--- config.mk ---
export PLATFORM = sky130hd
export DESIGN_NAME = dac_i2c_control_regs
export DESIGN_NICKNAME = d
export VERILOG_FILES = /design/src/rtl/ctrl_pkg.sv /design/src/rtl/ctrl_regfile.sv /design/src/rtl/dac_i2c_control_regs.sv /design/src/rtl/line_sampler.sv
export SDC_FILE = /design/constraint.sdc
export NUM_CORES = 1
export LEC_CHECK = 0
export BUFFER_PORTS_ARGS = -buffer_cell sky130_fd_sc_hd__buf_2
export CORE_UTILIZATION = 59
export CTS_CLUSTER_DIAMETER = 200
export CTS_CLUSTER_SIZE = 25
export DETAILED_ROUTE_END_ITERATION = 8
export PLACE_DENSITY = 0.83
export SYNTH_ARGS = -nofsm -noshare
export SYNTH_HDL_FRONTEND = slang
export SYNTH_SLANG_ARGS = --single-unit
--- constraint.sdc ---
create_clock -name clk -period 2.8 [get_ports clk]
set_input_delay 0.14 -clock clk [delete_from_list [all_inputs] [get_ports clk]]
set_output_delay 0.14 -clock clk [all_outputs]
set_load 0.005 [all_outputs]
--- src/rtl/ctrl_pkg.sv ---
// shared constants and carrier types for the two-wire control target
package ctrl_pkg;
    localparam logic [6:0] TARGET_ADDR = 7'h19;
    localparam logic [7:0] CMD_WRITE = 8'hC0;
    localparam logic [7:0] CMD_READ = 8'h40;
    localparam int NUM_REGS = 6;
    localparam logic [2:0] LAST_INDEX = 3'h5;
    localparam logic [2:0] OFS_POWER = 3'h0;
    localparam logic [2:0] OFS_SPEED = 3'h1;
    localparam logic [2:0] OFS_FORMAT = 3'h2;
    localparam logic [2:0] OFS_MUTE = 3'h3;
    localparam logic [2:0] OFS_LEFT = 3'h4;
    localparam logic [2:0] OFS_RIGHT = 3'h5;
    localparam logic [7:0] RST_POWER = 8'h02;
    localparam logic [7:0] RST_SPEED = 8'h00;
    localparam logic [7:0] RST_FORMAT = 8'h06;
    localparam logic [7:0] RST_MUTE = 8'h01;
    localparam logic [7:0] RST_LEFT = 8'h18;
    localparam logic [7:0] RST_RIGHT = 8'h18;
    localparam int POS_POWER_ON = 1;
    localparam int POS_AUTO_DETECT = 0;
    localparam int POS_SPEED_LO = 1;
    localparam int POS_FORMAT_LO = 0;
    localparam int POS_SLOT_MODE_LO = 3;
    localparam int POS_SLOT_SEL_LO = 5;
    localparam int POS_SYNC = 0;
    localparam int POS_MUTE = 1;
    localparam int POS_RAMP = 2;
    localparam int POS_DELAY = 3;
    localparam int POS_ROLLOFF = 4;
    localparam logic [2:0] RAMP_SLOW_PERIODS = 3'h4;
    localparam logic [2:0] RAMP_FAST_PERIODS = 3'h1;

    typedef struct packed {
        logic converter_power_on;
        logic [1:0] speed_select;
        logic auto_clock_detect;
        logic [2:0] serial_format_select;
        logic [1:0] multislot_format;
        logic multislot_256;
        logic multislot_128;
        logic [1:0] slot_select;
        logic phase_sync_enable;
        logic soft_mute_request;
        logic [2:0] ramp_step_periods;
        logic filter_delay_select;
        logic filter_rolloff_select;
        logic [7:0] left_level_code;
        logic [7:0] right_level_code;
    } dac_ctrl_t;

    typedef struct packed {
        logic we;
        logic [2:0] idx;
        logic [7:0] wdata;
    } reg_wr_t;
endpackage

--- src/rtl/ctrl_regfile.sv ---
// six byte control registers with registered read port
`timescale 1ns/1ps
`default_nettype none
module ctrl_regfile (
    input wire logic clk,
    input wire logic sys_rst,
    input wire logic power_down_pin_n,
    input wire ctrl_pkg::reg_wr_t wr,
    input wire logic [2:0] rd_idx,
    output logic [7:0] rd_data,
    output ctrl_pkg::dac_ctrl_t ctrl
);
    typedef struct packed {
        logic [ctrl_pkg::NUM_REGS-1:0][7:0] regs;
        logic [7:0] rd;
    } rf_t;
    rf_t st_r;
    rf_t st_nxt;
    logic [ctrl_pkg::NUM_REGS-1:0][7:0] dflt;

    assign dflt = {ctrl_pkg::RST_RIGHT, ctrl_pkg::RST_LEFT, ctrl_pkg::RST_MUTE,
                   ctrl_pkg::RST_FORMAT, ctrl_pkg::RST_SPEED, ctrl_pkg::RST_POWER};

    always_comb begin
        st_nxt = st_r;
        if (wr.we && wr.idx <= ctrl_pkg::LAST_INDEX) begin
            st_nxt.regs[wr.idx] = wr.wdata;
        end
        if (rd_idx <= ctrl_pkg::LAST_INDEX) begin
            st_nxt.rd = st_nxt.regs[rd_idx];
        end else begin
            st_nxt.rd = 8'h00;
        end
    end

    always_ff @(posedge clk) begin
        if (sys_rst || !power_down_pin_n) begin
            st_r <= '{regs: {ctrl_pkg::RST_RIGHT, ctrl_pkg::RST_LEFT, ctrl_pkg::RST_MUTE,
                             ctrl_pkg::RST_FORMAT, ctrl_pkg::RST_SPEED, ctrl_pkg::RST_POWER},
                      rd: 8'h00};
        end else begin
            st_r <= st_nxt;
        end
    end

    assign rd_data = st_r.rd;

    always_comb begin
        logic [7:0] r0;
        logic [7:0] r1;
        logic [7:0] r2;
        logic [7:0] r3;
        r0 = st_r.regs[ctrl_pkg::OFS_POWER];
        r1 = st_r.regs[ctrl_pkg::OFS_SPEED];
        r2 = st_r.regs[ctrl_pkg::OFS_FORMAT];
        r3 = st_r.regs[ctrl_pkg::OFS_MUTE];
        ctrl.converter_power_on = r0[ctrl_pkg::POS_POWER_ON];
        ctrl.auto_clock_detect = r1[ctrl_pkg::POS_AUTO_DETECT];
        ctrl.speed_select = r1[ctrl_pkg::POS_AUTO_DETECT] ? 2'h0
                          : r1[ctrl_pkg::POS_SPEED_LO +: 2];
        ctrl.serial_format_select = r2[ctrl_pkg::POS_FORMAT_LO +: 3];
        ctrl.multislot_format = r2[ctrl_pkg::POS_SLOT_MODE_LO +: 2];
        ctrl.multislot_256 = r2[ctrl_pkg::POS_SLOT_MODE_LO + 1];
        ctrl.multislot_128 = (r2[ctrl_pkg::POS_SLOT_MODE_LO +: 2] == 2'h1);
        ctrl.slot_select = r2[ctrl_pkg::POS_SLOT_SEL_LO +: 2];
        ctrl.phase_sync_enable = r3[ctrl_pkg::POS_SYNC];
        ctrl.soft_mute_request = r3[ctrl_pkg::POS_MUTE];
        ctrl.ramp_step_periods = r3[ctrl_pkg::POS_RAMP] ? ctrl_pkg::RAMP_SLOW_PERIODS
                               : ctrl_pkg::RAMP_FAST_PERIODS;
        ctrl.filter_delay_select = r3[ctrl_pkg::POS_DELAY];
        ctrl.filter_rolloff_select = r3[ctrl_pkg::POS_ROLLOFF];
        ctrl.left_level_code = st_r.regs[ctrl_pkg::OFS_LEFT];
        ctrl.right_level_code = st_r.regs[ctrl_pkg::OFS_RIGHT];
    end

    // default set wins one cycle after pin low
    chk_pin_defaults: assert property (@(posedge clk) disable iff (sys_rst)
        !power_down_pin_n |=> st_r.regs == dflt)
        else $error("registers not at defaults after power-down pin low");
    chk_write_lands: assert property (@(posedge clk) disable iff (sys_rst)
        (power_down_pin_n && wr.we && wr.idx <= ctrl_pkg::LAST_INDEX)
        ##1 power_down_pin_n |-> st_r.regs[$past(wr.idx)] == $past(wr.wdata))
        else $error("written byte not stored");
    chk_auto_masks: assert property (@(posedge clk) disable iff (sys_rst)
        ctrl.auto_clock_detect |-> ctrl.speed_select == 2'h0)
        else $error("speed bits not ignored in auto detect");
endmodule // ctrl_regfile
`default_nettype wire

--- src/rtl/dac_i2c_control_regs.sv ---
// two-wire control target for the stereo converter
//
// Operation
// - ack address only if it matches
// - address lsb zero writes, one reads
// - two sub-address bytes, low three bits
// - data bytes stored to addressed register
// - ack every received byte
// - index increments, wraps after five
// - start and stop framing
// - data changes only while clock low
// - repeated start read returns addressed register
// - controller ack advances read index
// - power-down pin restores defaults
// - power bit powers converter
// - auto detect overrides speed bits
// - format field resets to 110b
// - multislot field decodes three modes
// - soft mute and sync enable
// - ramp rate one or four periods
`timescale 1ns/1ps
`default_nettype none
module dac_i2c_control_regs (
    input wire logic clk,
    input wire logic sys_rst,
    input wire logic power_down_pin_n,
    input wire logic bus_speed_pin,
    input wire logic scl_in,
    input wire logic sda_in,
    output logic sda_out,
    output logic sda_oe,
    output logic fast_plus_mode,
    output ctrl_pkg::dac_ctrl_t ctrl
);
    typedef enum {
        ST_IDLE,
        ST_ADDR,
        ST_ADDR_ACK,
        ST_RX,
        ST_RX_ACK,
        ST_TX,
        ST_TX_ACK
    } phase_t;

    typedef struct packed {
        phase_t phase;
        logic [7:0] shift;
        logic [3:0] bitcnt;
        logic [2:0] bytecnt;
        logic [2:0] idx;
        logic rd_dir;
        logic drive_low;
        logic tx_bit;
        logic speed;
    } state_t;

    state_t st_r;
    state_t st_nxt;
    logic scl;
    logic scl_rose;
    logic scl_fell;
    logic sda;
    logic sda_rose;
    logic sda_fell;
    logic [7:0] rd_data;
    ctrl_pkg::reg_wr_t wr;

    line_sampler u_scl (
        .clk(clk),
        .sys_rst(sys_rst),
        .line_in(scl_in),
        .level(scl),
        .rose(scl_rose),
        .fell(scl_fell)
    );

    line_sampler u_sda (
        .clk(clk),
        .sys_rst(sys_rst),
        .line_in(sda_in),
        .level(sda),
        .rose(sda_rose),
        .fell(sda_fell)
    );

    ctrl_regfile u_regs (
        .clk(clk),
        .sys_rst(sys_rst),
        .power_down_pin_n(power_down_pin_n),
        .wr(wr),
        .rd_idx(st_r.idx),
        .rd_data(rd_data),
        .ctrl(ctrl)
    );

    function automatic logic [2:0] next_index(input logic [2:0] i);
        next_index = (i >= ctrl_pkg::LAST_INDEX) ? 3'h0 : 3'(i + 3'h1);
    endfunction

    logic start_cond;
    logic stop_cond;
    logic [7:0] rx_byte;

    assign start_cond = scl && sda_fell;
    assign stop_cond = scl && sda_rose;
    assign rx_byte = {st_r.shift[6:0], sda};

    always_comb begin
        st_nxt = st_r;
        wr = '{we: 1'b0, idx: st_r.idx, wdata: rx_byte};
        // the speed pin only latches while powered down; it tunes no filter here
        // speed pin captured in power-down
        if (!power_down_pin_n) begin
            st_nxt.speed = bus_speed_pin;
        end
        if (!power_down_pin_n) begin
            st_nxt.phase = ST_IDLE;
            st_nxt.drive_low = 1'b0;
            st_nxt.idx = 3'h0;
        end else if (start_cond) begin
            st_nxt.phase = ST_ADDR;
            st_nxt.bitcnt = 4'h0;
            st_nxt.drive_low = 1'b0;
        end else if (stop_cond) begin
            st_nxt.phase = ST_IDLE;
            st_nxt.drive_low = 1'b0;
        end else begin
            case (st_r.phase)
                ST_IDLE: begin
                    st_nxt.drive_low = 1'b0;
                end
                ST_ADDR, ST_RX: begin
                    if (scl_rose) begin
                        st_nxt.shift = rx_byte;
                        st_nxt.bitcnt = 4'(st_r.bitcnt + 4'h1);
                    end else if (scl_fell && st_r.bitcnt == 4'h8) begin
                        st_nxt.bitcnt = 4'h0;
                        if (st_r.phase == ST_ADDR) begin
                            if (st_r.shift[7:1] == ctrl_pkg::TARGET_ADDR) begin
                                st_nxt.rd_dir = st_r.shift[0];
                                st_nxt.bytecnt = 3'h0;
                                st_nxt.phase = ST_ADDR_ACK;
                                st_nxt.drive_low = 1'b1;
                            end else begin
                                st_nxt.phase = ST_IDLE;
                            end
                        end else begin
                            st_nxt.phase = ST_RX_ACK;
                            st_nxt.drive_low = 1'b1;
                            // command byte is skipped, both codes accepted
                            if (st_r.bytecnt == 3'h2) begin
                                // only low three sub-address bits count
                                st_nxt.idx = st_r.shift[2:0];
                            end
                            if (st_r.bytecnt >= 3'h3) begin
                                wr.we = 1'b1;
                                wr.wdata = st_r.shift;
                                st_nxt.idx = next_index(st_r.idx);
                            end
                            if (st_r.bytecnt < 3'h3) begin
                                st_nxt.bytecnt = 3'(st_r.bytecnt + 3'h1);
                            end
                        end
                    end
                end
                ST_ADDR_ACK, ST_RX_ACK: begin
                    if (scl_fell) begin
                        st_nxt.drive_low = 1'b0;
                        if (st_r.phase == ST_ADDR_ACK && st_r.rd_dir) begin
                            st_nxt.phase = ST_TX;
                            st_nxt.shift = rd_data;
                            st_nxt.tx_bit = rd_data[7];
                            st_nxt.bitcnt = 4'h1;
                            st_nxt.drive_low = ~rd_data[7];
                        end else begin
                            st_nxt.phase = ST_RX;
                        end
                    end
                end
                ST_TX: begin
                    if (scl_fell) begin
                        if (st_r.bitcnt == 4'h8) begin
                            st_nxt.phase = ST_TX_ACK;
                            st_nxt.drive_low = 1'b0;
                        end else begin
                            st_nxt.tx_bit = st_r.shift[3'(4'h7 - st_r.bitcnt)];
                            st_nxt.drive_low = ~st_r.shift[3'(4'h7 - st_r.bitcnt)];
                            st_nxt.bitcnt = 4'(st_r.bitcnt + 4'h1);
                        end
                    end
                end
                ST_TX_ACK: begin
                    if (scl_rose) begin
                        // ack advances, nack ends the read
                        if (!sda) begin
                            st_nxt.idx = next_index(st_r.idx);
                            st_nxt.bitcnt = 4'h0;
                        end else begin
                            st_nxt.phase = ST_IDLE;
                        end
                    end else if (scl_fell && st_r.bitcnt == 4'h0) begin
                        // read port registered one cycle after index moved
                        st_nxt.phase = ST_TX;
                        st_nxt.shift = rd_data;
                        st_nxt.tx_bit = rd_data[7];
                        st_nxt.bitcnt = 4'h1;
                        st_nxt.drive_low = ~rd_data[7];
                    end
                end
                default: begin
                    st_nxt.phase = ST_IDLE;
                end
            endcase
        end
    end

    always_ff @(posedge clk) begin
        if (sys_rst) begin
            st_r <= '{phase: ST_IDLE, shift: 8'h00, bitcnt: 4'h0, bytecnt: 3'h0,
                      idx: 3'h0, rd_dir: 1'b0, drive_low: 1'b0, tx_bit: 1'b1,
                      speed: 1'b0};
        end else begin
            st_r <= st_nxt;
        end
    end

    // open drain: only ever pull low
    assign sda_out = 1'b0;
    assign sda_oe = st_r.drive_low;
    assign fast_plus_mode = st_r.speed;

    // foreign address: line left alone until the next start
    chk_addr_ack: assert property (@(posedge clk) disable iff (sys_rst)
        (st_r.phase == ST_ADDR && scl_fell && st_r.bitcnt == 4'h8 && !start_cond
         && !stop_cond && power_down_pin_n && st_r.shift[7:1] != ctrl_pkg::TARGET_ADDR)
        |=> st_r.phase == ST_IDLE && !sda_oe)
        else $error("foreign address acknowledged");

    chk_idle_quiet: assert property (@(posedge clk) disable iff (sys_rst)
        st_r.phase == ST_IDLE |-> !sda_oe)
        else $error("line pulled while idle");

    chk_dir_latch: assert property (@(posedge clk) disable iff (sys_rst)
        (st_r.phase == ST_ADDR && scl_fell && st_r.bitcnt == 4'h8 && !start_cond
         && !stop_cond && power_down_pin_n && st_r.shift[7:1] == ctrl_pkg::TARGET_ADDR)
        |=> st_r.phase == ST_ADDR_ACK && st_r.rd_dir == $past(st_r.shift[0]))
        else $error("direction bit not latched");

    chk_sub_index: assert property (@(posedge clk) disable iff (sys_rst)
        (st_r.phase == ST_RX && scl_fell && st_r.bitcnt == 4'h8 && st_r.bytecnt == 3'h2
         && !start_cond && !stop_cond && power_down_pin_n)
        |=> st_r.idx == $past(st_r.shift[2:0]))
        else $error("sub-address low bits not taken as index");

    chk_ack_drive: assert property (@(posedge clk) disable iff (sys_rst)
        (st_r.phase == ST_RX_ACK || st_r.phase == ST_ADDR_ACK) |-> sda_oe)
        else $error("ack slot not driven low");

    chk_rx_release: assert property (@(posedge clk) disable iff (sys_rst)
        (st_r.phase == ST_RX_ACK && scl_fell && !start_cond && !stop_cond && power_down_pin_n)
        |=> st_r.phase == ST_RX && !sda_oe)
        else $error("ack not released after ninth clock");

    chk_index_wrap: assert property (@(posedge clk) disable iff (sys_rst)
        (wr.we && st_r.idx == ctrl_pkg::LAST_INDEX && power_down_pin_n)
        |=> st_r.idx == 3'h0)
        else $error("index did not wrap to zero");

    chk_write_step: assert property (@(posedge clk) disable iff (sys_rst)
        (wr.we && st_r.idx < ctrl_pkg::LAST_INDEX && power_down_pin_n)
        |=> st_r.idx == 3'($past(st_r.idx) + 3'h1))
        else $error("index did not step after write");

    chk_start_addr: assert property (@(posedge clk) disable iff (sys_rst)
        (start_cond && power_down_pin_n) |=> st_r.phase == ST_ADDR && st_r.bitcnt == 4'h0)
        else $error("start did not open address phase");

    chk_stop_idle: assert property (@(posedge clk) disable iff (sys_rst)
        (stop_cond && !start_cond) |=> st_r.phase == ST_IDLE)
        else $error("stop did not end transfer");

    // bits are taken on a sampled clock rise only
    chk_bit_sample: assert property (@(posedge clk) disable iff (sys_rst)
        ((st_r.phase == ST_ADDR || st_r.phase == ST_RX) && scl_rose && !start_cond
         && !stop_cond && power_down_pin_n) |=> st_r.shift == $past(rx_byte))
        else $error("received bit not shifted in");

    // read bits move one clock after a sampled fall, never under a high clock
    chk_stable_high: assert property (@(posedge clk) disable iff (sys_rst)
        (scl && $stable(scl) && st_r.phase == ST_TX) |-> $stable(sda_oe))
        else $error("data changed while clock high");

    chk_tx_first: assert property (@(posedge clk) disable iff (sys_rst)
        (st_r.phase == ST_ADDR_ACK && st_r.rd_dir && scl_fell && power_down_pin_n
         && !start_cond && !stop_cond) |=> sda_oe == ~$past(rd_data[7]))
        else $error("read byte msb not presented");

    chk_tx_level: assert property (@(posedge clk) disable iff (sys_rst)
        st_r.phase == ST_TX |-> sda_oe == ~st_r.tx_bit)
        else $error("line does not follow the bit being sent");

    chk_read_adv: assert property (@(posedge clk) disable iff (sys_rst)
        (st_r.phase == ST_TX_ACK && scl_rose && !sda && power_down_pin_n && !stop_cond
         && !start_cond) |=> st_r.idx == next_index($past(st_r.idx)))
        else $error("read index did not advance on ack");

    chk_nack_ends: assert property (@(posedge clk) disable iff (sys_rst)
        (st_r.phase == ST_TX_ACK && scl_rose && sda && power_down_pin_n && !stop_cond
         && !start_cond) |=> st_r.phase == ST_IDLE && !sda_oe)
        else $error("read went on after a nack");

    chk_pdn_release: assert property (@(posedge clk) disable iff (sys_rst)
        !power_down_pin_n |=> !sda_oe)
        else $error("line still pulled in power-down");

    chk_pdn_idle: assert property (@(posedge clk) disable iff (sys_rst)
        !power_down_pin_n |=> st_r.phase == ST_IDLE ##1 ctrl.converter_power_on)
        else $error("power-down did not idle and restore power bit");

    // the speed copy only moves while powered down
    chk_speed_hold: assert property (@(posedge clk) disable iff (sys_rst)
        power_down_pin_n |=> $stable(fast_plus_mode))
        else $error("bus speed changed in operation");

    cov_write: cover property (@(posedge clk) wr.we);
    cov_read: cover property (@(posedge clk) st_r.phase == ST_TX_ACK && scl_rose && !sda);
    cov_wrap: cover property (@(posedge clk) wr.we && st_r.idx == ctrl_pkg::LAST_INDEX);
    cov_foreign: cover property (@(posedge clk) st_r.phase == ST_ADDR && scl_fell
        && st_r.bitcnt == 4'h8 && st_r.shift[7:1] != ctrl_pkg::TARGET_ADDR);
    cov_power_down: cover property (@(posedge clk) !power_down_pin_n && st_r.speed);
endmodule // dac_i2c_control_regs
`default_nettype wire

--- src/rtl/line_sampler.sv ---
// edge and level filter for one open-drain line
`timescale 1ns/1ps
`default_nettype none
module line_sampler (
    input wire logic clk,
    input wire logic sys_rst,
    input wire logic line_in,
    output logic level,
    output logic rose,
    output logic fell
);
    typedef struct packed {
        logic cur;
        logic prev;
    } samp_t;
    samp_t st_r;
    samp_t st_nxt;

    always_comb begin
        st_nxt = st_r;
        st_nxt.prev = st_r.cur;
        st_nxt.cur = line_in;
    end

    always_ff @(posedge clk) begin
        if (sys_rst) begin
            st_r <= '{cur: 1'b1, prev: 1'b1};
        end else begin
            st_r <= st_nxt;
        end
    end

    assign level = st_r.cur;
    assign rose = st_r.cur & ~st_r.prev;
    assign fell = ~st_r.cur & st_r.prev;
endmodule // line_sampler
`default_nettype wire

==> results of run 1 <==
==> critical path: cells and delay by family (launching register included) <==
kind,cells,cell delay (ps)
adder cells (fa/ha/maj),1,230
flip-flops,1,380
multiplexers,1,240
AND/OR/NAND/NOR,5,1530
buffers and inverters,1,80
==> repair_timing <==
item                                    4_1_cts  5_1_grt
endpoints found under the setup margin        0        0
endpoints found under the hold margin         3        0
hold buffers                                  3        0
==> metal layers <==
metal  vias to the layer above  GRT usage, %  share of wire (%)
met2                       136         50.06                 51
met3                        30         5.387                4.9
met1                      1823         32.42                 40
met4                         0         14.11                3.9
met5                         -             0                  0
li1                       1813             -                  -
==> cells by family after synthesis <==
family	Yosys count	share of synthesized area, %
adders and majority gates	7	1.902
muxes	71	17.17
xor gates and xnor gates	1	0.1902
AOI/OAI and AO/OA	100	14.94
other	1	0.08142
and+or+nand+nor	172	19.70
DFF	84	36.51
buffers and inverters	81	9.508
==> final cells by class <==
| cell class | count | area [µm²] |
|---|---|---|
| multi-input combinational | 353 | 2490 |
| fill | 606 | 2490 |
| sequential | 84 | 1682 |
| timing repair buffer | 64 | 395.4 |
| clock buffer | 9 | 123.9 |
| tap | 99 | 123.9 |
| clock inverter | 7 | 62.56 |
| inverter | 11 | 41.29 |
==> cell usage after synthesis, types with 2 or more instances <==
cell type / n
a211oi_1: 19
a21o_1: 4
a21oi_1: 24
a221oi_1: 3
a31oi_1: 4
a32o_1: 3
and2_1: 2
and3_1: 4
buf_2: 8
buf_4: 33
clkbuf_1: 29
dfxtp_1: 84
ha_1: 7
inv_1: 9
mux2_2: 4
mux2i_1: 61
mux4_2: 6
nand2_1: 43
nand2b_1: 5
nand3_1: 2
nor2_1: 72
nor2b_1: 10
nor3_1: 2
nor3b_1: 4
nor4_4: 3
nor4b_1: 2
nor4bb_1: 4
o211ai_1: 2
o21ai_0: 17
o21ai_1: 4
o221ai_1: 5
o31a_1: 2
o32a_1: 2
or2_2: 4
or3_1: 4
==> metrics by stage <==
stage	power [W]	area (µm²)	instances	util [%]	setup slack [ps]
global route	0.002217	4918	627	66.39	18.08
floorplan	0.001302	4609	518	-	647.6
finish	0.002151	4918	627	66.39	211.6
CTS	0.002164	4918	627	66.39	228.0
detailed placement	0.001333	4702	608	63.47	266.0
global placement	0.001332	4702	608	63.47	359.1
==> where the power goes <==
part	internal [W]	total (W)	switching [W]
Combinational	0.0000376	0.000101	0.0000637
Clock	0.000346	0.000841	0.000495
Sequential	0.00120	0.00121	0.00000878
Total	0.00158	0.00215	0.000568
==> cell usage in the layout (no fill, tap or decap), drive strengths merged, types with 5 or more instances in the layout <==
master	n
dfxtp	84
nor2	72
mux2i	61
buf	61
nand2	43
a21oi	24
o21ai	21
a211oi	19
inv	16
nor2b	10
clkbuf	9
ha	7
mux4	6
nand2b	5
o221ai	5
or2	5
nor4	5
==> flip-flops by register name (all words and copies together), names as in the netlist, 7 cells and up <==
| signal | cells |
|---|---|
| rx_byte | 7 |
| u_regs.rd_data | 8 |
| u_regs.ctrl | 29 |
| u_regs.st_r | 19 |
| st_r | 15 |
==> how the worst max path moves through the flow <==
| stage | startpoint | end | depth (start not counted) |
|---|---|---|---|
| finish | st_r[10] | u_regs.st_r[17] | 8 |
| global placement | st_r[10] | u_regs.st_r[17] | 8 |
| global route | st_r[10] | u_regs.st_r[17] | 8 |
| CTS | st_r[10] | u_regs.st_r[17] | 8 |
| detailed placement | st_r[10] | u_regs.st_r[22] | 8 |
| floorplan | st_r[10] | u_regs.ctrl[31] | 8 |
==> results_dict.tcl, run 1 <==
set metrics [dict create \
    run_status "completed" \
    port_buffers 42 \
    cts_root_buf "clkbuf_8" \
    drt_iter0_markers 264 \
    power.density_mw_per_mm2 437.3 \
    drt_pass1_iterations 5 \
    grt_pass1_wl_um 18040 \
    via_per_inst 6.064 \
    grt_antenna_before_repair 0 \
    r2r_cells 8 \
    grt_pass1_vias 3571 \
    r2r_slack_ps 210 \
    yosys_register_bits 84 \
    die_h_um 90.35 \
    setup_violations 0 \
    place.gp.congestion 0.9497 \
    syn_to_final_growth_pct 6.792 \
    fin_nets 536 \
    fin_hold_ws_ps 167.4 \
    syn_avg_cell_area_um2 8.908 \
    critPathLaunchType "flip-flop" \
    tns_ps 0 \
    rsz0062_at_grt "false" \
    yosysSeqAreaShare_pct 36.51 \
    synth_top_area_share_pct 36.51 \
    cts.sinks 84 \
    yosysWarnings 0 \
    synth_cells 517 \
    fp.dieW_um 90.35 \
    synthFlopType "dfxtp_1" \
    holdPathEnd "fast_plus_mode" \
    hp-class "input pin to flip-flop" \
    clk_pin_slew_ps 90 \
    clock_path_buffers 2 \
    crit_arrival_ps 2820 \
    wl_per_cell_um 17.93 \
    hp-start "power_down_pin_n" \
    synth.area.top_cells "dfxtp_1 (37%), mux2i_1 (13%), nor2_1 (5.9%), buf_4 (5.4%), nand2_1 (3.5%)" \
    crit_slowest_cell "and3_1" \
    num_rows 31 \
    path_class "flip-flop to flip-flop" \
    r2r_start "st_r[10]" \
    cts_tree "built" \
    drive_gt1_share_pct 19.70 \
    cap_violations 0 \
    cp_common_cell "and3_1" \
    slew_headroom_pct 52.53 \
    crit_required_ps 3030 \
    max_freq_ghz 0.3863 \
    fin_crit_sh_pct 92.44 \
    antenna_left 0 \
    synth_edf_count 0 \
    critPathMaxFanout 9 \
    synth_cell_types 61 \
    tightest_slew_ps 709.5 \
    grt_use_total_pct 28.27 \
    grt_overflow 0 \
    peakVddDrop_mv 0.3355 \
    fin_skew_ps 16.19 \
    routed_wl_um 11240 \
    slowest_delay_ps 510 \
    finalHoldViolCount 0 \
    die_area_mm2 0.008163 \
    min_period_ps 2588 \
    yosysTopAreaCell "dfxtp_1" \
    core_mm2 0.007408 \
    ctsHtreeMaxLevel 3 \
    synthArstFlopShare_pct 0 \
    ios 45 \
    cts_buffers 9 \
    clk_latency_ps 360 \
    drc 0 \
    synth_area_mm2 0.004606 \
    reg2reg_to "u_regs.st_r[17]" \
    grt_max_degree 28 \
    initial_core_util_pct 62.17 \
    end_kind "flip-flop" \
    holdPathStages 3 \
    path_cells "inv_1 > ha_1 > nand3b_4 > nor4_4 > and3_1 > and3_1 > mux2i_1 > nor2_1" \
    diodes 0 \
    cellLeakagePower_nw 1.903 \
    cts-resized-gates 0 \
    drv_slew 0 \
    route.vias.total 3802 \
    postCtsSetupBuffers 0 \
    place_hpwl_um 8116 \
]
Note: power is estimated with default switching activity, not from simulation.
==> run 2, diff against run 1 <==
--- a/config.mk
+++ b/config.mk
@@ -11,6 +11,7 @@
 export CTS_CLUSTER_SIZE = 25
 export DETAILED_ROUTE_END_ITERATION = 8
 export PLACE_DENSITY = 0.83
+export SETUP_SLACK_MARGIN = 0.4
 export SYNTH_ARGS = -nofsm -noshare
 export SYNTH_HDL_FRONTEND = slang
 export SYNTH_SLANG_ARGS = --single-unit
==> run 2 against run 1 <==
Against the previous run:
- sequential power hardly changed
- first-iteration DRC count is 4.9% lower
- critical path depth is 1 lower
- clock skew is 1.3 ps lower
- clock-buffer cell count stayed put
- global-route usage is 0.18 points higher
- combinational power is 5% higher
- core utilization is 1.9 points higher
- sequential share of layout area is 0.83 points lower
- cell count is 1.4% higher
==> results_dict.tcl, run 2 (synthesis gave the netlist of run 1 again) <==
set metrics [dict create \
    run_status "completed" \
    clk_latency_ps 360 \
    wl_per_cell_um 18.34 \
    via_per_inst 6.050 \
    ios 45 \
    clk_pin_slew_ps 90 \
    grt_pass1_vias 3621 \
    setup_violations 0 \
    die_h_um 90.35 \
    p_seq_share_pct 56.1 \
    ctsHtreeMaxLevel 3 \
    path_class "flip-flop to flip-flop" \
    drv_slew 0 \
    slowest_delay_ps 440 \
    final_common_cell "dfxtp_1" \
    endpoint "u_regs.st_r[12]" \
    die_area_mm2 0.008163 \
    drc 0 \
    r2r_cells 7 \
    p_sw_w 0.0005685 \
    slew_headroom_pct 51.34 \
    post-route-util_pct 68.25 \
    power.internal_w 0.001586 \
    routed_wl_um 11660 \
    fillCellCount 586 \
    grt_antenna_before_repair 0 \
    cap_violations 0 \
    grt_max_degree 28 \
    largest_register_ffs 29 \
    path_buf_inv 1 \
    path_cells "nand2b_2 > nor4_4 > nand3_4 > buf_12 > nor4_4 > nand2_1 > a21oi_1" \
    grt_overflow 0 \
    finalHoldViolCount 0 \
    cts_tree "built" \
    r2r_start "u_scl.level" \
    cellLeakagePower_nw 1.958 \
    hp-start "power_down_pin_n" \
    drt_pass1_iterations 5 \
    tns_ps 0 \
    core_mm2 0.007408 \
    route.vias.total 3848 \
    drt_iter0_markers 251 \
    initial_core_util_pct 62.17 \
    critPathLaunchType "flip-flop" \
    crit_cells 7 \
    cts.sinks 84 \
    fin_nets 545 \
    cp-startpoint "u_scl.level" \
    peakVddDrop_mv 0.3319 \
    r2r_slack_ps 540 \
    critPathMaxFanout 12 \
    swShare_pct 26.38 \
    clock_path_buffers 2 \
    min_period_ps 2263 \
    place_ws_ps 266.0 \
    crit_required_ps 3070 \
    design_area_mm2 0.005056 \
    drive_gt1_share_pct 22.72 \
    grt_use_total_pct 28.45 \
    place.gp.congestion 0.9497 \
    grt_pass1_wl_um 18130 \
    hp-class "input pin to flip-flop" \
    fin_crit_sh_pct 80.81 \
    antenna_left 0 \
    crit_family "simple AND/OR/NAND/NOR gates" \
    reg2reg_to "u_regs.st_r[12]" \
    port_buffers 42 \
    cts_buffers 9 \
    cts_root_buf "clkbuf_8" \
    syn_to_final_growth_pct 9.780 \
    fin_skew_ps 14.90 \
    power_frac_comb_pct 4.9 \
    end_kind "flip-flop" \
    tightest_slew_ps 728.9 \
    worst_slack_ps 537.3 \
    max_freq_ghz 0.4419 \
    layout_common_cells "dfxtp_1 (82), nor2_1 (72), mux2i_1 (61), nand2_1 (43), buf_2 (42)" \
    crit_slowest_cell "nor4_4" \
    placed_cell_area_mm2 0.004702 \
    crit_arrival_ps 2530 \
    p_clk_share_pct 39.0 \
    place_hpwl_um 8116 \
    rsz0062_at_grt "false" \
    fp.dieW_um 90.35 \
    num_rows 31 \
    power.density_mw_per_mm2 426.2 \
    cp_common_cell "nor4_4" \
    diodes 0 \
]
run 2: worst min-delay path by stage:
stage	to	slack, ps	cells past startpoint
detailed placement	u_scl.level	330	2
CTS	fast_plus_mode	160	3
global route	fast_plus_mode	210	3
finish	fast_plus_mode	170	3
floorplan	u_scl.level	240	1
global placement	u_sda.level	330	2
run 2: per-layer routing:
layer  up-vias  part of all wire [%]  global-route usage [%]  routed length [µm]
met1      1856                    40                   32.21                4642
met4         0                   4.6                   16.53                 540
met5         -                     0                       0                   0
met3        37                   4.2                   5.556                 487
met2       129                    51                   49.68                5992
li1       1826                     -                       -                   -
run 2: cell type report:
cell class / count / area [µm²] / share of cell area (%)
multi-input combinational: 353 / 2526 / 49.96
sequential: 84 / 1687 / 33.36
timing repair buffer: 73 / 491.7 / 9.725
clock buffer: 9 / 123.9 / 2.450
tap: 99 / 123.9 / 2.450
clock inverter: 7 / 62.56 / 1.237
inverter: 11 / 41.29 / 0.8166
run 2: power by group through the flow:
stage               Sequential, W  Combinational [W]  Clock, W
finish                    0.00121           0.000106  0.000839
global route              0.00121           0.000114  0.000897
CTS                       0.00121           0.000101  0.000854
detailed placement        0.00124          0.0000969         0
global placement          0.00124          0.0000961         0
floorplan                 0.00123          0.0000705         0
run 2: worst min-delay path, stage by stage:
cell and delay (ps):
buf_2 190, mux2i_1 100, nor2_1 70
run 2: stage by stage:
| stage | hold WS [ps] | std cells | power [W] |
|---|---|---|---|
| 3_3_place_gp | 328.5 | 608 | 0.001332 |
| 5_1_grt | 214.3 | 636 | 0.002221 |
| 2_1_floorplan | 243.8 | 518 | 0.001302 |
| 4_1_cts | 155.4 | 628 | 0.002164 |
| 3_5_place_dp | 331.7 | 608 | 0.001333 |
| 6_report | 169.6 | 636 | 0.002155 |
run 2: repair_timing:
item	CTS	global route
pin swaps	2	5
buffers inserted	1	8
endpoints found under the hold margin	3	0
endpoints found under the setup margin	28	46
gates resized for setup	2	12
hold buffers	3	0
==> run 3, diff against run 2 <==
--- a/config.mk
+++ b/config.mk
@@ -6,11 +6,11 @@
 export NUM_CORES = 1
 export LEC_CHECK = 0
 export BUFFER_PORTS_ARGS = -buffer_cell sky130_fd_sc_hd__buf_2
-export CORE_UTILIZATION = 59
+export CORE_UTILIZATION = 54
 export CTS_CLUSTER_DIAMETER = 200
 export CTS_CLUSTER_SIZE = 25
 export DETAILED_ROUTE_END_ITERATION = 8
-export PLACE_DENSITY = 0.83
+export PLACE_DENSITY = 0.8
 export SETUP_SLACK_MARGIN = 0.4
 export SYNTH_ARGS = -nofsm -noshare
 export SYNTH_HDL_FRONTEND = slang
==> constraint.sdc (replaced) <==
create_clock -name clk -period 1.85 [get_ports clk]
set_input_delay 0.0925 -clock clk [delete_from_list [all_inputs] [get_ports clk]]
set_output_delay 0.0925 -clock clk [all_outputs]
set_load 0.005 [all_outputs]
==> run 3 against run 2 <==
Against the previous run:
- highest routed layer unchanged
- final area grew 19%
- sequential power up 50%
- combinational power is 110% higher
- the run now ends with negative setup slack left
- clock power is 64% higher
- maximum frequency up 5.3%
- non-clock buffer count is 75 higher
==> results_dict.tcl, run 3 (synthesis gave the netlist of run 1 again) <==
set metrics [dict create \
    port_buffers 42 \
    drive_gt1_share_pct 38.66 \
    path_class "flip-flop to flip-flop" \
    fin_hold_ws_ps 139.9 \
    drt_pass1_iterations 5 \
    clock_path_buffers 2 \
    placed_cell_area_mm2 0.005370 \
    seqCellArea_mm2 0.001702 \
    grt_antenna_before_repair 0 \
    peakVddDrop_mv 0.4975 \
    power.density_mw_per_mm2 570.0 \
    routed_wl_um 13720 \
    clk_latency_ps 360 \
    diodes 0 \
    syn_to_final_growth_pct 30.26 \
    crit_arrival_ps 2410 \
    grt_use_total_pct 30.66 \
    place_hpwl_um 9438 \
    cts_tree "built" \
    slew_headroom_pct 66.84 \
    rsz0062_at_grt "true" \
    end_kind "flip-flop" \
    route.vias.total 4268 \
    cts.sinks 84 \
    wl_per_cell_um 19.11 \
    run_status "finished, violations left" \
    die_area_mm2 0.008902 \
    cap_violations 0 \
    ctsHtreeMaxLevel 3 \
    crit_required_ps 2110 \
    critPathMaxFanout 8 \
    multiInputGateArea_mm2 0.002786 \
    cts_buffers 9 \
    critPathLaunchType "flip-flop" \
    num_rows 33 \
    final_common_cell "buf_4" \
    min_period_ps 2150 \
    design_area_mm2 0.006000 \
    core_mm2 0.008217 \
    clk_pin_slew_ps 90 \
    hp-class "input pin to flip-flop" \
    grt_pass1_vias 4189 \
    p_clk_share_pct 40.3 \
    initial_core_util_pct 56.05 \
    p_sw_w 0.0008470 \
    grt_overflow 0 \
    layout_common_cells "buf_4 (82), dfxtp_1 (72), nor2_1 (70), mux2i_1 (57)" \
    fillCellCount 556 \
    setup_violations 75 \
    fin_crit_sh_pct 116.2 \
    grt_max_degree 41 \
    power_frac_comb_pct 6.5 \
    via_per_inst 5.944 \
    place.gp.congestion 0.9051 \
    antenna_left 0 \
    die_h_um 94.35 \
    power.internal_w 0.002573 \
    fin_nets 621 \
    p_seq_share_pct 53.3 \
    cts_root_buf "clkbuf_8" \
    drc 0 \
    grt_pass1_wl_um 20660 \
    finalHoldViolCount 0 \
    max_freq_ghz 0.4652 \
    drt_iter0_markers 247 \
    cellLeakagePower_nw 2.390 \
    tightest_slew_ps 495.5 \
    largest_register_ffs 29 \
    worst_slack_ps -299.7 \
    ios 45 \
    fp.dieW_um 94.35 \
    drv_slew 0 \
    violations "negative setup slack" \
    swShare_pct 24.77 \
    fin_skew_ps 7.583 \
]
## run 3: cell types whose count changed in the layout (fill, tap and decap cells not counted), moves of 4 or more
cell,previous run,this run
buf_4,24,82
buf_6,1,16
dfxtp_1,82,72
dfxtp_2,1,10
o21ai_0,17,9
o21ai_1,4,10
a211oi_1,19,15
a211oi_2,0,4
mux2i_1,61,57
mux2i_2,0,4
## run 3: layout make-up
type | instances | area share (%)
clock buffers | 11 | 2.357
clock inverters | 5 | 1.001
inverters | 11 | 0.7091
multi-input cells | 354 | 46.44
flip-flops and latches | 84 | 28.36
well taps | 105 | 2.190
repair buffers | 148 | 18.94
## run 3: metrics by stage
step / TNS (ps) / instances / worst slack [ps] / util [%] / power, W
2_1_floorplan: -5076 / 518 / -206.9 / - / 0.001983
5_1_grt: -19940 / 718 / -339.2 / 73.02 / 0.003511
6_report: -13940 / 718 / -299.7 / 73.02 / 0.003420
3_3_place_gp: -5100 / 681 / -164.9 / 65.36 / 0.002059
4_1_cts: -9607 / 708 / -219.2 / 70.40 / 0.003402
3_5_place_dp: -7124 / 681 / -235.3 / 65.36 / 0.002061
## run 3: timing repair
item | 4_1_cts | 5_1_grt
gates cloned | 0 | 1
hold buffers | 3 | 0
pin swaps | 14 | 43
buffers inserted | 8 | 9
endpoints found under the hold margin | 3 | 0
endpoints found under the setup margin | 79 | 79
gates resized for setup | 31 | 36
## run 3: critical path: stages, from the launching register on
cell and delay (ps):
dfxtp_2 330, inv_2 70, ha_4 160, nand3b_4 100, nor4_4 260, buf_4 180
buf_6 100, and3_4 200, and3_4 200, buf_12 140, mux2i_1 220, nor2_1 80
## run 3: worst paths after layout
kind / endpoint / cells after the start / slack [ps] / start
worst max-delay path: u_regs.st_r[21] / 11 / -300 / st_r[11]
worst min-delay path: st_r[10] / 3 / 140 / sys_rst
worst max register to register: u_regs.st_r[21] / 11 / -300 / st_r[11]
worst min register to register: u_regs.st_r[10] / 2 / 460 / u_regs.st_r[10]
## run 3: power by group through the flow
stage / registers, W / clock network, W / logic (W)
final: 0.00182 / 0.00138 / 0.000221
after global placement: 0.00187 / 0 / 0.000193
after CTS: 0.00182 / 0.00137 / 0.000207
after detailed placement: 0.00187 / 0 / 0.000195
after floorplan: 0.00186 / 0 / 0.000118
after global routing: 0.00182 / 0.00145 / 0.000234
## run 3: metal layers
| layer | track usage, % | routed length, µm | vias up |
|---|---|---|---|
| li1 | - | - | 1980 |
| met1 | 34.27 | 5434 | 2065 |
| met2 | 53.86 | 6839 | 169 |
| met3 | 5.395 | 680 | 54 |
| met4 | 18.97 | 768 | 0 |
| met5 | 0 | 0 | - |
